<file path="src/bst_cfg.svh">
// Constants for the tone burst generator: offsets, fields, reset values, gains
`ifndef BST_CFG_SVH
`define BST_CFG_SVH
// ======================================================================
// Register offsets
`define BST_ADDR_LCTL 7'h47
`define BST_ADDR_RCTL 7'h48
`define BST_ADDR_LEN_H 7'h49
`define BST_ADDR_LEN_M 7'h4a
`define BST_ADDR_LEN_L 7'h4b
`define BST_ADDR_SIN_H 7'h4c
`define BST_ADDR_SIN_L 7'h4d
`define BST_ADDR_COS_H 7'h4e
`define BST_ADDR_COS_L 7'h4f
// ======================================================================
// Field positions
`define BST_TRIG_BIT 7
`define BST_MST_HI 7
`define BST_MST_LO 6
`define BST_VOL_HI 5
`define BST_VOL_LO 0
`define BST_MST_BY_LEFT 2'h1
`define BST_MST_BY_RIGHT 2'h2
// ======================================================================
// Reset values
`define BST_RST_LEN_H 8'h00
`define BST_RST_LEN_M 8'h00
`define BST_RST_LEN_L 8'hee
`define BST_RST_SIN_H 8'h10
`define BST_RST_SIN_L 8'hd8
`define BST_RST_COS_H 8'h7e
`define BST_RST_COS_L 8'he3
`define BST_RST_VOL 6'h00
`define BST_RST_MST 2'h0
`define BST_ZERO8 8'h00
`define BST_ZERO16 16'h0000
`define BST_LEN_ZERO 24'h000000
`define BST_LEN_ONE 24'h000001
// ======================================================================
// Arithmetic
`define BST_OSC_SHIFT 14
`define BST_GAIN_SHIFT 14
`define BST_DB_PER_HALF 6'h06
`define BST_S16_MAX 16'h7fff
`define BST_S16_MIN 16'h8000
`define BST_GAIN_P2 16'h5092
`define BST_GAIN_P1 16'h47cf
`define BST_GAIN_0 16'h4000
`define BST_GAIN_M1 16'h390a
`define BST_GAIN_M2 16'h32d6
`define BST_GAIN_M3 16'h2d4f
`endif

</file>
<file path="src/bst_pkg.sv">
// Types shared by the tone burst generator modules
package bst_pkg;
   typedef enum logic [0:0] {
      BST_IDLE = 1'b0,
      BST_RUN = 1'b1
   } bst_state_t;

   typedef struct packed {
      logic signed [15:0] cur;
      logic signed [15:0] prev;
   } bst_osc_st_t;

   typedef struct packed {
      logic signed [15:0] sample;
      logic valid;
   } bst_vol_st_t;

   typedef struct packed {
      bst_state_t state;
      logic [23:0] cnt;
      logic [5:0] lvol;
      logic [5:0] rvol;
      logic [1:0] master;
      logic [7:0] len_h;
      logic [7:0] len_m;
      logic [7:0] len_l;
      logic [7:0] sin_h;
      logic [7:0] sin_l;
      logic [7:0] cos_h;
      logic [7:0] cos_l;
      logic [7:0] rdata;
      logic signed [15:0] play_l;
      logic signed [15:0] play_r;
      logic signed [15:0] mix_l;
      logic signed [15:0] mix_r;
      logic mix_valid;
   } bst_top_st_t;
endpackage

</file>
<file path="src/bst_osc.sv">
// Recursive sine oscillator advanced once per sample period
`timescale 1ns/1ps
`include "bst_cfg.svh"
module bst_osc import bst_pkg::*; (
   input wire logic core_clk_in,
   input wire logic sys_rst_in,
   input wire logic restart_in,
   input wire logic step_in,
   input wire logic [15:0] sin_coef_in,
   input wire logic [15:0] cos_coef_in,
   output logic [15:0] sample_out
);
   bst_osc_st_t s_reg;
   bst_osc_st_t s_next;
   logic signed [31:0] prod;
   logic signed [33:0] sum;

   // ======================================================================
   // Next sample: 2*cos*y[n-1] - y[n-2], saturated to 16 bits
   always_comb begin
      s_next = s_reg;
      prod = $signed(cos_coef_in) * s_reg.cur;
      sum = 34'(prod >>> `BST_OSC_SHIFT) - 34'(s_reg.prev);
      if (restart_in) begin
         // Phase starts at zero so the burst opens without a click
         s_next.cur = `BST_ZERO16;
         s_next.prev = 16'(`BST_ZERO16 - sin_coef_in);
      end else if (step_in) begin
         s_next.prev = s_reg.cur;
         if (sum > 34'sd32767) begin
            s_next.cur = `BST_S16_MAX;
         end else if (sum < -34'sd32768) begin
            s_next.cur = `BST_S16_MIN;
         end else begin
            s_next.cur = sum[15:0];
         end
      end
   end

   always_ff @(posedge core_clk_in) begin
      if (sys_rst_in) begin
         s_reg.cur <= `BST_ZERO16;
         s_reg.prev <= `BST_ZERO16;
      end else begin
         s_reg <= s_next;
      end
   end

   assign sample_out = s_reg.cur;
endmodule

</file>
<file path="src/bst_vol.sv">
// Tone level stage: 6-bit code, +2 dB down to -61 dB in 1 dB steps
`timescale 1ns/1ps
`include "bst_cfg.svh"
module bst_vol import bst_pkg::*; (
   input wire logic core_clk_in,
   input wire logic sys_rst_in,
   input wire logic valid_in,
   input wire logic [15:0] sample_in,
   input wire logic [5:0] level_in,
   output logic valid_out,
   output logic [15:0] sample_out
);
   bst_vol_st_t s_reg;
   bst_vol_st_t s_next;
   logic [5:0] octaves;
   logic [5:0] fine;
   logic [15:0] gain;
   logic signed [32:0] prod;
   logic signed [32:0] scaled;

   // ======================================================================
   // Six codes make one halving; the remainder picks a fine gain
   always_comb begin
      s_next = s_reg;
      octaves = level_in / `BST_DB_PER_HALF;
      fine = level_in % `BST_DB_PER_HALF;
      case (fine[2:0])
         3'h0: gain = `BST_GAIN_P2;
         3'h1: gain = `BST_GAIN_P1;
         3'h2: gain = `BST_GAIN_0;
         3'h3: gain = `BST_GAIN_M1;
         3'h4: gain = `BST_GAIN_M2;
         default: gain = `BST_GAIN_M3;
      endcase
      prod = $signed(sample_in) * $signed({1'b0, gain});
      scaled = prod >>> (`BST_GAIN_SHIFT + 32'(octaves));
      s_next.valid = valid_in;
      if (valid_in) begin
         // The +2 dB step can exceed full scale, so clip
         if (scaled > 33'sd32767) begin
            s_next.sample = `BST_S16_MAX;
         end else if (scaled < -33'sd32768) begin
            s_next.sample = `BST_S16_MIN;
         end else begin
            s_next.sample = scaled[15:0];
         end
      end
   end

   always_ff @(posedge core_clk_in) begin
      if (sys_rst_in) begin
         s_reg.sample <= `BST_ZERO16;
         s_reg.valid <= 1'b0;
      end else begin
         s_reg <= s_next;
      end
   end

   assign valid_out = s_reg.valid;
   assign sample_out = s_reg.sample;
endmodule

</file>
<file path="src/bst_top.sv">
// Tone burst generator: register bank, burst control, level and mixer
// ======================================================================
`timescale 1ns/1ps
`include "bst_cfg.svh"
module bst_top import bst_pkg::*; (
   input wire logic core_clk_in,
   input wire logic sys_rst_in,
   input wire logic [6:0] reg_addr_in,
   input wire logic [7:0] reg_wdata_in,
   input wire logic reg_wr_in,
   input wire logic reg_rd_in,
   output logic [7:0] reg_rdata_out,
   input wire logic sample_tick_in,
   input wire logic [15:0] play_left_in,
   input wire logic [15:0] play_right_in,
   output logic [15:0] mix_left_out,
   output logic [15:0] mix_right_out,
   output logic mix_valid_out,
   output logic tone_busy_out
);
   bst_top_st_t s_reg;
   bst_top_st_t s_next;
   logic trig_wr;
   logic osc_step;
   logic [15:0] osc_sample;
   logic [15:0] tone_sample;
   logic [5:0] lvl_left;
   logic [5:0] lvl_right;
   logic vl_valid;
   logic vr_valid;
   logic [15:0] vl_sample;
   logic [15:0] vr_sample;
   logic signed [16:0] sum_l;
   logic signed [16:0] sum_r;

   // ======================================================================
   // Oscillator and level stages
   assign trig_wr = reg_wr_in && reg_addr_in == `BST_ADDR_LCTL
      && reg_wdata_in[`BST_TRIG_BIT];
   assign osc_step = sample_tick_in && s_reg.state == BST_RUN && !trig_wr;

   bst_osc u_osc (
      .core_clk_in(core_clk_in),
      .sys_rst_in(sys_rst_in),
      .restart_in(trig_wr),
      .step_in(osc_step),
      .sin_coef_in({s_reg.sin_h, s_reg.sin_l}),
      .cos_coef_in({s_reg.cos_h, s_reg.cos_l}),
      .sample_out(osc_sample)
   );

   // A zero-length burst ends on its first tick and plays nothing
   assign tone_sample = (s_reg.state == BST_RUN && s_reg.cnt != `BST_LEN_ZERO) ?
      osc_sample : `BST_ZERO16;

   always_comb begin
      lvl_left = s_reg.lvol;
      lvl_right = s_reg.rvol;
      case (s_reg.master)
         `BST_MST_BY_LEFT: lvl_right = s_reg.lvol;
         `BST_MST_BY_RIGHT: lvl_left = s_reg.rvol;
         default: lvl_left = s_reg.lvol;
      endcase
   end

   bst_vol u_vol_l (
      .core_clk_in(core_clk_in),
      .sys_rst_in(sys_rst_in),
      .valid_in(sample_tick_in),
      .sample_in(tone_sample),
      .level_in(lvl_left),
      .valid_out(vl_valid),
      .sample_out(vl_sample)
   );

   bst_vol u_vol_r (
      .core_clk_in(core_clk_in),
      .sys_rst_in(sys_rst_in),
      .valid_in(sample_tick_in),
      .sample_in(tone_sample),
      .level_in(lvl_right),
      .valid_out(vr_valid),
      .sample_out(vr_sample)
   );

   // ======================================================================
   // Register writes, burst control, read path and mixer
   always_comb begin
      s_next = s_reg;
      s_next.mix_valid = 1'b0;
      sum_l = 17'(s_reg.play_l) + 17'($signed(vl_sample));
      sum_r = 17'(s_reg.play_r) + 17'($signed(vr_sample));
      if (reg_wr_in) begin
         case (reg_addr_in)
            `BST_ADDR_LCTL: s_next.lvol = reg_wdata_in[`BST_VOL_HI:`BST_VOL_LO];
            `BST_ADDR_RCTL: begin
               s_next.rvol = reg_wdata_in[`BST_VOL_HI:`BST_VOL_LO];
               s_next.master = reg_wdata_in[`BST_MST_HI:`BST_MST_LO];
            end
            `BST_ADDR_LEN_H: s_next.len_h = reg_wdata_in;
            `BST_ADDR_LEN_M: s_next.len_m = reg_wdata_in;
            `BST_ADDR_LEN_L: s_next.len_l = reg_wdata_in;
            `BST_ADDR_SIN_H: s_next.sin_h = reg_wdata_in;
            `BST_ADDR_SIN_L: s_next.sin_l = reg_wdata_in;
            `BST_ADDR_COS_H: s_next.cos_h = reg_wdata_in;
            `BST_ADDR_COS_L: s_next.cos_l = reg_wdata_in;
            default: s_next.rdata = s_reg.rdata;
         endcase
      end
      // A fresh trigger wins over the end of a running burst
      if (trig_wr) begin
         s_next.state = BST_RUN;
         s_next.cnt = {s_reg.len_h, s_reg.len_m, s_reg.len_l};
      end else if (sample_tick_in && s_reg.state == BST_RUN) begin
         if (s_reg.cnt <= `BST_LEN_ONE) begin
            s_next.state = BST_IDLE;
            s_next.cnt = `BST_LEN_ZERO;
         end else begin
            s_next.cnt = s_reg.cnt - `BST_LEN_ONE;
         end
      end
      if (reg_rd_in) begin
         case (reg_addr_in)
            `BST_ADDR_LCTL: s_next.rdata = {s_reg.state == BST_RUN, 1'b0, s_reg.lvol};
            `BST_ADDR_RCTL: s_next.rdata = {s_reg.master, s_reg.rvol};
            `BST_ADDR_LEN_H: s_next.rdata = s_reg.len_h;
            `BST_ADDR_LEN_M: s_next.rdata = s_reg.len_m;
            `BST_ADDR_LEN_L: s_next.rdata = s_reg.len_l;
            `BST_ADDR_SIN_H: s_next.rdata = s_reg.sin_h;
            `BST_ADDR_SIN_L: s_next.rdata = s_reg.sin_l;
            `BST_ADDR_COS_H: s_next.rdata = s_reg.cos_h;
            `BST_ADDR_COS_L: s_next.rdata = s_reg.cos_l;
            default: s_next.rdata = `BST_ZERO8;
         endcase
      end
      // Playback arrives already volume set, so its control never scales the tone
      if (sample_tick_in) begin
         s_next.play_l = play_left_in;
         s_next.play_r = play_right_in;
      end
      if (vl_valid && vr_valid) begin
         s_next.mix_valid = 1'b1;
         if (sum_l > 17'sd32767) begin
            s_next.mix_l = `BST_S16_MAX;
         end else if (sum_l < -17'sd32768) begin
            s_next.mix_l = `BST_S16_MIN;
         end else begin
            s_next.mix_l = sum_l[15:0];
         end
         if (sum_r > 17'sd32767) begin
            s_next.mix_r = `BST_S16_MAX;
         end else if (sum_r < -17'sd32768) begin
            s_next.mix_r = `BST_S16_MIN;
         end else begin
            s_next.mix_r = sum_r[15:0];
         end
      end
   end

   always_ff @(posedge core_clk_in) begin
      if (sys_rst_in) begin
         s_reg.state <= BST_IDLE;
         s_reg.cnt <= `BST_LEN_ZERO;
         s_reg.lvol <= `BST_RST_VOL;
         s_reg.rvol <= `BST_RST_VOL;
         s_reg.master <= `BST_RST_MST;
         s_reg.len_h <= `BST_RST_LEN_H;
         s_reg.len_m <= `BST_RST_LEN_M;
         s_reg.len_l <= `BST_RST_LEN_L;
         s_reg.sin_h <= `BST_RST_SIN_H;
         s_reg.sin_l <= `BST_RST_SIN_L;
         s_reg.cos_h <= `BST_RST_COS_H;
         s_reg.cos_l <= `BST_RST_COS_L;
         s_reg.rdata <= `BST_ZERO8;
         s_reg.play_l <= `BST_ZERO16;
         s_reg.play_r <= `BST_ZERO16;
         s_reg.mix_l <= `BST_ZERO16;
         s_reg.mix_r <= `BST_ZERO16;
         s_reg.mix_valid <= 1'b0;
      end else begin
         s_reg <= s_next;
      end
   end

   assign reg_rdata_out = s_reg.rdata;
   assign mix_left_out = s_reg.mix_l;
   assign mix_right_out = s_reg.mix_r;
   assign mix_valid_out = s_reg.mix_valid;
   assign tone_busy_out = s_reg.state;
endmodule

</file>
<file path="config.mk">
export PLATFORM = sky130hd
export DESIGN_NAME = bst_top
export DESIGN_NICKNAME = d
export VERILOG_FILES = /design/src/bst_pkg.sv /design/src/bst_osc.sv /design/src/bst_vol.sv /design/src/bst_top.sv
export VERILOG_INCLUDE_DIRS = /design/src
export SDC_FILE = /design/constraint.sdc
export NUM_CORES = 2
export LEC_CHECK = 0
export ABC_AREA = 1
export BUFFER_PORTS_ARGS = -buffer_cell sky130_fd_sc_hd__buf_2
export CORE_UTILIZATION = 45
export CTS_CLUSTER_DIAMETER = 50
export DETAILED_ROUTE_END_ITERATION = 12
export PLACE_DENSITY_LB_ADDON = 0.08
export RECOVER_POWER = 25
export SETUP_SLACK_MARGIN = 0.4
export SLEW_MARGIN = 20
export SYNTH_ARGS = -nofsm -noshare
export SYNTH_HDL_FRONTEND = slang
export SYNTH_SLANG_ARGS = --single-unit
</file>
<file path="constraint.sdc">
create_clock -name core_clk_in -period 12.9 [get_ports core_clk_in]
set_clock_uncertainty 0.2 [all_clocks]
set_input_delay 0.645 -clock core_clk_in [delete_from_list [all_inputs] [get_ports core_clk_in]]
set_output_delay 0.645 -clock core_clk_in [all_outputs]
set_load 0.05 [all_outputs]
</file>
# Word-level counts from Yosys, hierarchy flattened
# Cells that the tools add are included.
[totals] regBits=233 input_bits=52 output_inout_bits=42 elab_cells=116
[op_classes] n_addsub=7 mul=3 div_mod_pow=4 n_lt_le_gt_ge=11 n_eq_ne=19 shifts=2 muxes=24 reduce_logical=23
[ops] op="$mux 16" n=13
[ops] op="$pmux 15 s5" n=2
[ops] op="$mul 16x16->32" n=3
[ops] op="$pmux 8 s9" n=1
[ops] op="$gt 33x16->1 const B" n=2
[ops] op="$lt 33x16->1 const B" n=2
[ops] op="$sshr 33x32->33" n=2
[ops] op="$eq 7x7->1 const B" n=9
[ops] op="$mux 25" n=2
[ops] op="$add 16x16->17" n=2
[ops] op="$gt 17x16->1 const B" n=2
[ops] op="$gt 34x16->1 const B" n=1
[ops] op="$lt 17x16->1 const B" n=2
[ops] op="$lt 34x16->1 const B" n=1
[ops] op="$le 24x1->1 const B" n=1
[ops] op="$mux 24" n=1
[ops] op="$reduce_bool 24->1" n=1
[ops] op="$sub 24x1->24 const B" n=1
[ops] op="$reduce_and 2->1" n=10
[ops] op="$sub 18x16->19" n=1
[ops] op="$sub 1x16->16 const A" n=1
[ops] op="$add 4x6->7 const A" n=2
[ops] op="$div 6x3->6 const B" n=2
[ops] op="$eq 3x2->1 const B" n=4
[ops] op="13 further kinds" n=25

# Longest topological paths before layout
[logic_depth] word_depth=10 mapped_depth=68 depth_no_buf=64

# Hierarchy
# From an unflattened synthesis, not the netlist that was laid out.
[hier_totals] cells_unflattened=6928 area_unflattened_um2=48008.5
[modules_own_cells] mod="bst_osc" instances=1 cells_per_inst=1852 area_each_um2=13319.0 seq_area_each_um2=640.6
[modules_own_cells] mod="bst_vol (u_vol_l)" instances=1 cells_per_inst=1869 area_each_um2=12674.7 seq_area_each_um2=340.3
[modules_own_cells] mod="bst_vol (u_vol_r)" instances=1 cells_per_inst=1758 area_each_um2=12313.1 seq_area_each_um2=340.3
[modules_own_cells] mod="bst_top" instances=1 cells_per_inst=1449 area_each_um2=9701.8 seq_area_each_um2=3363.2

# Least setup slack after synthesis
# Ideal clock, no wire load.
[synth_timing] path_type="register to register" from="register s_reg[129] in the netlist's numbering" to="register u_vol_l.s_reg, in the netlist u_vol_l.sample_out[5]" setup_time_ns=0.119 arrival_ns=10.085 t_required_ns=12.581 path_slack_ns=2.496 stages_incl_launch_ff=61 path_buffers=5 synth_period_minus_slack_ns=10.404 path_cell_list="dfxtp_1 buf_6 inv_4 nand2_4 buf_6 nand2_1 o21ai_2 nand2_1 nand2_1 nand3_2 nand2_1 inv_1 ha_1 inv_1 nor3_1 nor2_2 nand2_4 inv_4 (+25 left out) nand2_1 nand3_1 inv_1 nand2_1 nand2_1 nand2_1 nand3_1 nand3_1 nand2_1 nand2_1 nand3_1 nor2_1 nand3_1 nor2_2 nor2_4 buf_6 nor2_2 nor2_2"
[synth_between] elab_chain_len=10 word_cells_on_any_way=17 cone_classes="add/sub (1); mul (1); div (2); order compare (2); eq/ne (5); shift (1); mux (4); reduce/logical (1)"
[synth_rtl] item="from (decl)" line_no="bst_top.sv:21" source="bst_top_st_t s_reg;"
[synth_rtl] item="from (signal assigned)" line_no="bst_top.sv:181" source="s_reg <= s_next;"
[synth_rtl] item="$eq 2x2->1 (*)" line_no="bst_top.sv:59" source="case (s_reg.master)"
[synth_rtl] item="$mux 6 (*)" line_no="bst_top.sv:59"
[synth_rtl] item="$mod 6x3->6 (no source line)"
[synth_rtl] item="$eq 3x3->1 (tied with other cells)" line_no="bst_vol.sv:27" source="case (fine[2:0])"
[synth_rtl] item="$pmux 15 s5" line_no="bst_vol.sv:27"
[synth_rtl] item="$mul 16x16->32" line_no="bst_vol.sv:35" source="prod = $signed(sample_in) * $signed({1'b0, gain});"
[synth_rtl] item="$sshr 33x32->33 (*)" line_no="bst_vol.sv:36" source="scaled = prod >>> (`BST_GAIN_SHIFT + 32'(octaves));"
[synth_rtl] item="$lt 33x16->1" line_no="bst_vol.sv:42" source="end else if (scaled < -33'sd32768) begin"
[synth_rtl] item="$mux 16" line_no="bst_vol.sv:42"
[synth_rtl] item="$mux 16 (*)" line_no="bst_vol.sv:40" source="if (scaled > 33'sd32767) begin"
[synth_rtl] item="to (signal assigned)" line_no="bst_vol.sv:55" source="s_reg <= s_next;"
[synth_rtl] item="to (decl)" line_no="bst_vol.sv:13" source="bst_vol_st_t s_reg;"
# Every way passes the cells marked *; elsewhere a longest branch is shown, timed or not.
# A chain may end at the register's enable or synchronous reset.

# Worst setup path after layout
[layout_timing] from="register s_reg[129] in the netlist's numbering" to="register u_vol_l.s_reg, in the netlist u_vol_l.sample_out[4]"
# The elaborated chain is that of the path after synthesis.

==> metrics.md <==
| Metric | Value |
|---|---|
| Primary FF master, synth | dfxtp_1 |
| Setup CP Type | flop to flop |
| CTS buffer count | 29 |
| Clk pin slew, worst setup/hold paths | 0.06 ns |
| GPL Wtd Cong | 0.920 |
| Synth area leader | fa_1 |
| Number of global-route vias before repair | 39,700 |
| Slew Limit Fails | about 140 |
| Worst-margin pin slew | 3.41 ns |
| VDD IR max | about 0.087 mV |
| Register area share after synthesis | 10.3% |
| Mux cell area share after synthesis | 0.0665% |
| Synthesized area | 45,200 um^2 |
| Final hold vios | 0 |
| CTS Hold Bufs | 0 |
| Synth Instances | 6,224 |
| Async SR Flop Fraction | 0% |
| Area share of fa/ha/maj cells after synthesis | 41.1% |
| Setup TNS | 0 ns |
| PwrDens | 40.6 nW/um^2 |
| Max_slew headroom | -127% |
| Largest net degree at the start of global routing | 84 |
| Number of nets with antenna violations after routing | 0 |
| First-pass DRT Iterations | 6 |
| Worst Setup End Kind | flop |
| GRT overflow | 0 |
| Main combinational cell family by area after synthesis | adder cells |
| Global-route wire length before repair | 225 mm |
| Die ar. | 102,000 um^2 |
| IO Count | between 90 and 100 |
| Worst EP required | 13.16 ns |
| Fmax | 85.8 MHz |
| Fill cells | between 10,000 and 15,000 |
| Largest register FFs | 126 |
| Longest Clk Path Bufs | 3 |
| Post-synth EDFFs | 0 |
| Status | complete, but fails checks |
| Lkg Pwr | between 20 and 25 nW |
| Chip height | 319 um |
| Final critical-path required period | 11.65 ns |
| Mapped Nets | 7,330 |
| RSZ-0062 raised after global routing | true |
| DR vias/cell | 5.24 |
| Worst-path fanout max | 34 |
| Synth Area per Inst | 7.26 um^2 |
| Site Rows | roughly 120 |
| Top cells by area, synth | fa_1 32%, inv_1 11%, nand2_1 10% |
| Hold Path Class | primary input to flop |
| Startpoint class of the critical path | flop |
| Synth cell count leaders | 1,343 x inv_1, 1,249 x nand2_1, 716 x fa_1 |
| CTS tree | done |
| Clk sinks | between 200 and 250 |
| Yosys top cell area share | 31.7% |
| Most frequent CP cell | nand2_1 |
| Final period util | 90.3% |
| Share of cells above drive strength 1 | 4.57% |
| PortBufs | 93 |
| Worst Path Arrival | 11.91 ns |
| Vias | 39,000 |
| Compound-Gate Fraction of Synth Area | 9.91% |
| Final setup fails | 0 |
| Die W | around 320 um |
| Initial core utilization | 45.7% |
| Family with the most delay on the worst path | simple AND/OR/NAND/NOR gates |
| Final #Nets | around 7,200 |
| Total Routing Usage GR | between 20% and 30% |
| Worst setup margin | about 1.2 ns |
| Post-Synth Simple-Gate Area | approximately a fifth |
| Buffers plus inverters on the worst setup path | 13 |
| Total Wirelength | 141 mm |
| Most frequent cell after synthesis | inv_1 |
| DR DRC count | 0 |
| Synth Area in XOR/XNOR | ~3% |
| Max capacitance violation total | 2 |
| Netlist cell types | 63 |
| CP max stage delay | approximately 0.55 ns |
| Initial antenna violation count | 3 |
| Clock Latency Late Sink | around 0.6 ns |
| Placed Cells | 7,375 |
| Hpwl dp | roughly 120 mm |
| Crit-path slowest cell | fa_1 |
| Initial DRC Count | approximately 3,000 |
| Yosys warning count | 0 |
| FF+latch count, synth | 233 |
| Core area | 98,900 um^2 |
| CTS H-tree lvls | 1 |
| Dpl ws | 0.951 ns |
| Clock root buffer | clkbuf_16 |
| Syn-to-layout area delta | 5.23% |
| Failing checks | max-capacitance violations, max-slew violations |
| Final cell count without fillers | 7,444 |
| Avg WL per Cell | 18.9 um |
## cells in the final DEF, fill, tap and decap left out, types with 41 or more instances in the layout
cell,count
inv_1,1338
xnor2_1,53
xor2_1,97
dfxtp_1,233
nor3_1,41
nand3_1,320
fa_1,715
nor2_1,627
buf_2,51
clkbuf_1,49
nand2_1,1249
ha_1,337
o21ai_0,293
buf_4,54
a21oi_1,256
## final cells by class
| type | instances | area [um^2] | share of cell area [%] |
|---|---|---|---|
| Tap cell | 1287 | 1610 | 3.39 |
| Timing Repair Buffer | 152 | 886 | 1.86 |
| Sequential cell | 233 | 4660 | 9.81 |
| Inverter | 1371 | 5180 | 10.9 |
| Antenna cell | 2 | 5.00 | 0.0105 |
| Clock buffer | 38 | 800 | 1.68 |
| Clock inverter | 16 | 243 | 0.511 |
| Multi-Input combinational cell | 4345 | 34100 | 71.8 |
## power by group
| part | switching (mW) | internal, mW |
|---|---|---|
| clock network | 0.363 | 0.527 |
| registers | 0.0186 | 0.744 |
| logic | 0.197 | 0.0811 |
## path summary, 6_finish.rpt
check | from | endpoint | cells after the start | slack [ns]
max | s_reg[129]$_SDFFE_PP0P_ | u_vol_l.sample_out[4]$_SDFFE_PP0P_ | 60 | 1.25
min reg2reg | mix_left_out[1]$_SDFFE_PP0P_ | mix_left_out[1]$_SDFFE_PP0P_ | 2 | 0.27
min | play_right_in[15] | s_reg[48]$_SDFFE_PP0P_ | 3 | 0.07
max reg2reg | s_reg[129]$_SDFFE_PP0P_ | u_vol_l.sample_out[4]$_SDFFE_PP0P_ | 60 | 1.25
## tightest hold or removal path: cells and delay by family
family                 cells  cell delay [ns]
AND/OR/NAND/NOR            2             0.11
buffers and inverters      1             0.08
## through the flow
| step | utilization [%] | power [mW] | hold WS (ns) | cell area, um^2 |
|---|---|---|---|---|
| floorplan | - | 0.978 | 0.244 | 45200 |
| global placement | 46.9 | 1.05 | 0.252 | 46300 |
| detailed placement | 46.9 | 1.05 | 0.256 | 46300 |
| CTS | 47.9 | 1.94 | 0.0459 | 47400 |
| global route | 48.1 | 2.01 | 0.0593 | 47500 |
| finish | 48.1 | 1.93 | 0.0710 | 47500 |
## logic make-up (layout without fill, tap and decap cells)
| logic type | after synthesis | count (layout) |
|---|---|---|
| simple gates | 2357 | 2357 |
| buf+inv | 1646 | 1577 |
| compound gates | 779 | 779 |
| flops | 233 | 233 |
| fa+ha+maj | 1054 | 1054 |
| xor+xnor | 152 | 152 |
| mux | 3 | 3 |
| other cells | 0 | 2 |
## timing repair
action	4_1_cts	5_1_grt
buffers inserted	0	13
setup endpoints to repair	0	30
resized for setup	0	23
## per-layer routing
layer,track usage [%],wire length [um],up-vias
met5,0,13,-
met2,46.9,66000,1114
met1,37.9,61600,18900
li1,-,-,18700
met3,3.89,8690,230
met4,8.17,4710,2
(Power assumes the default switching activity.)
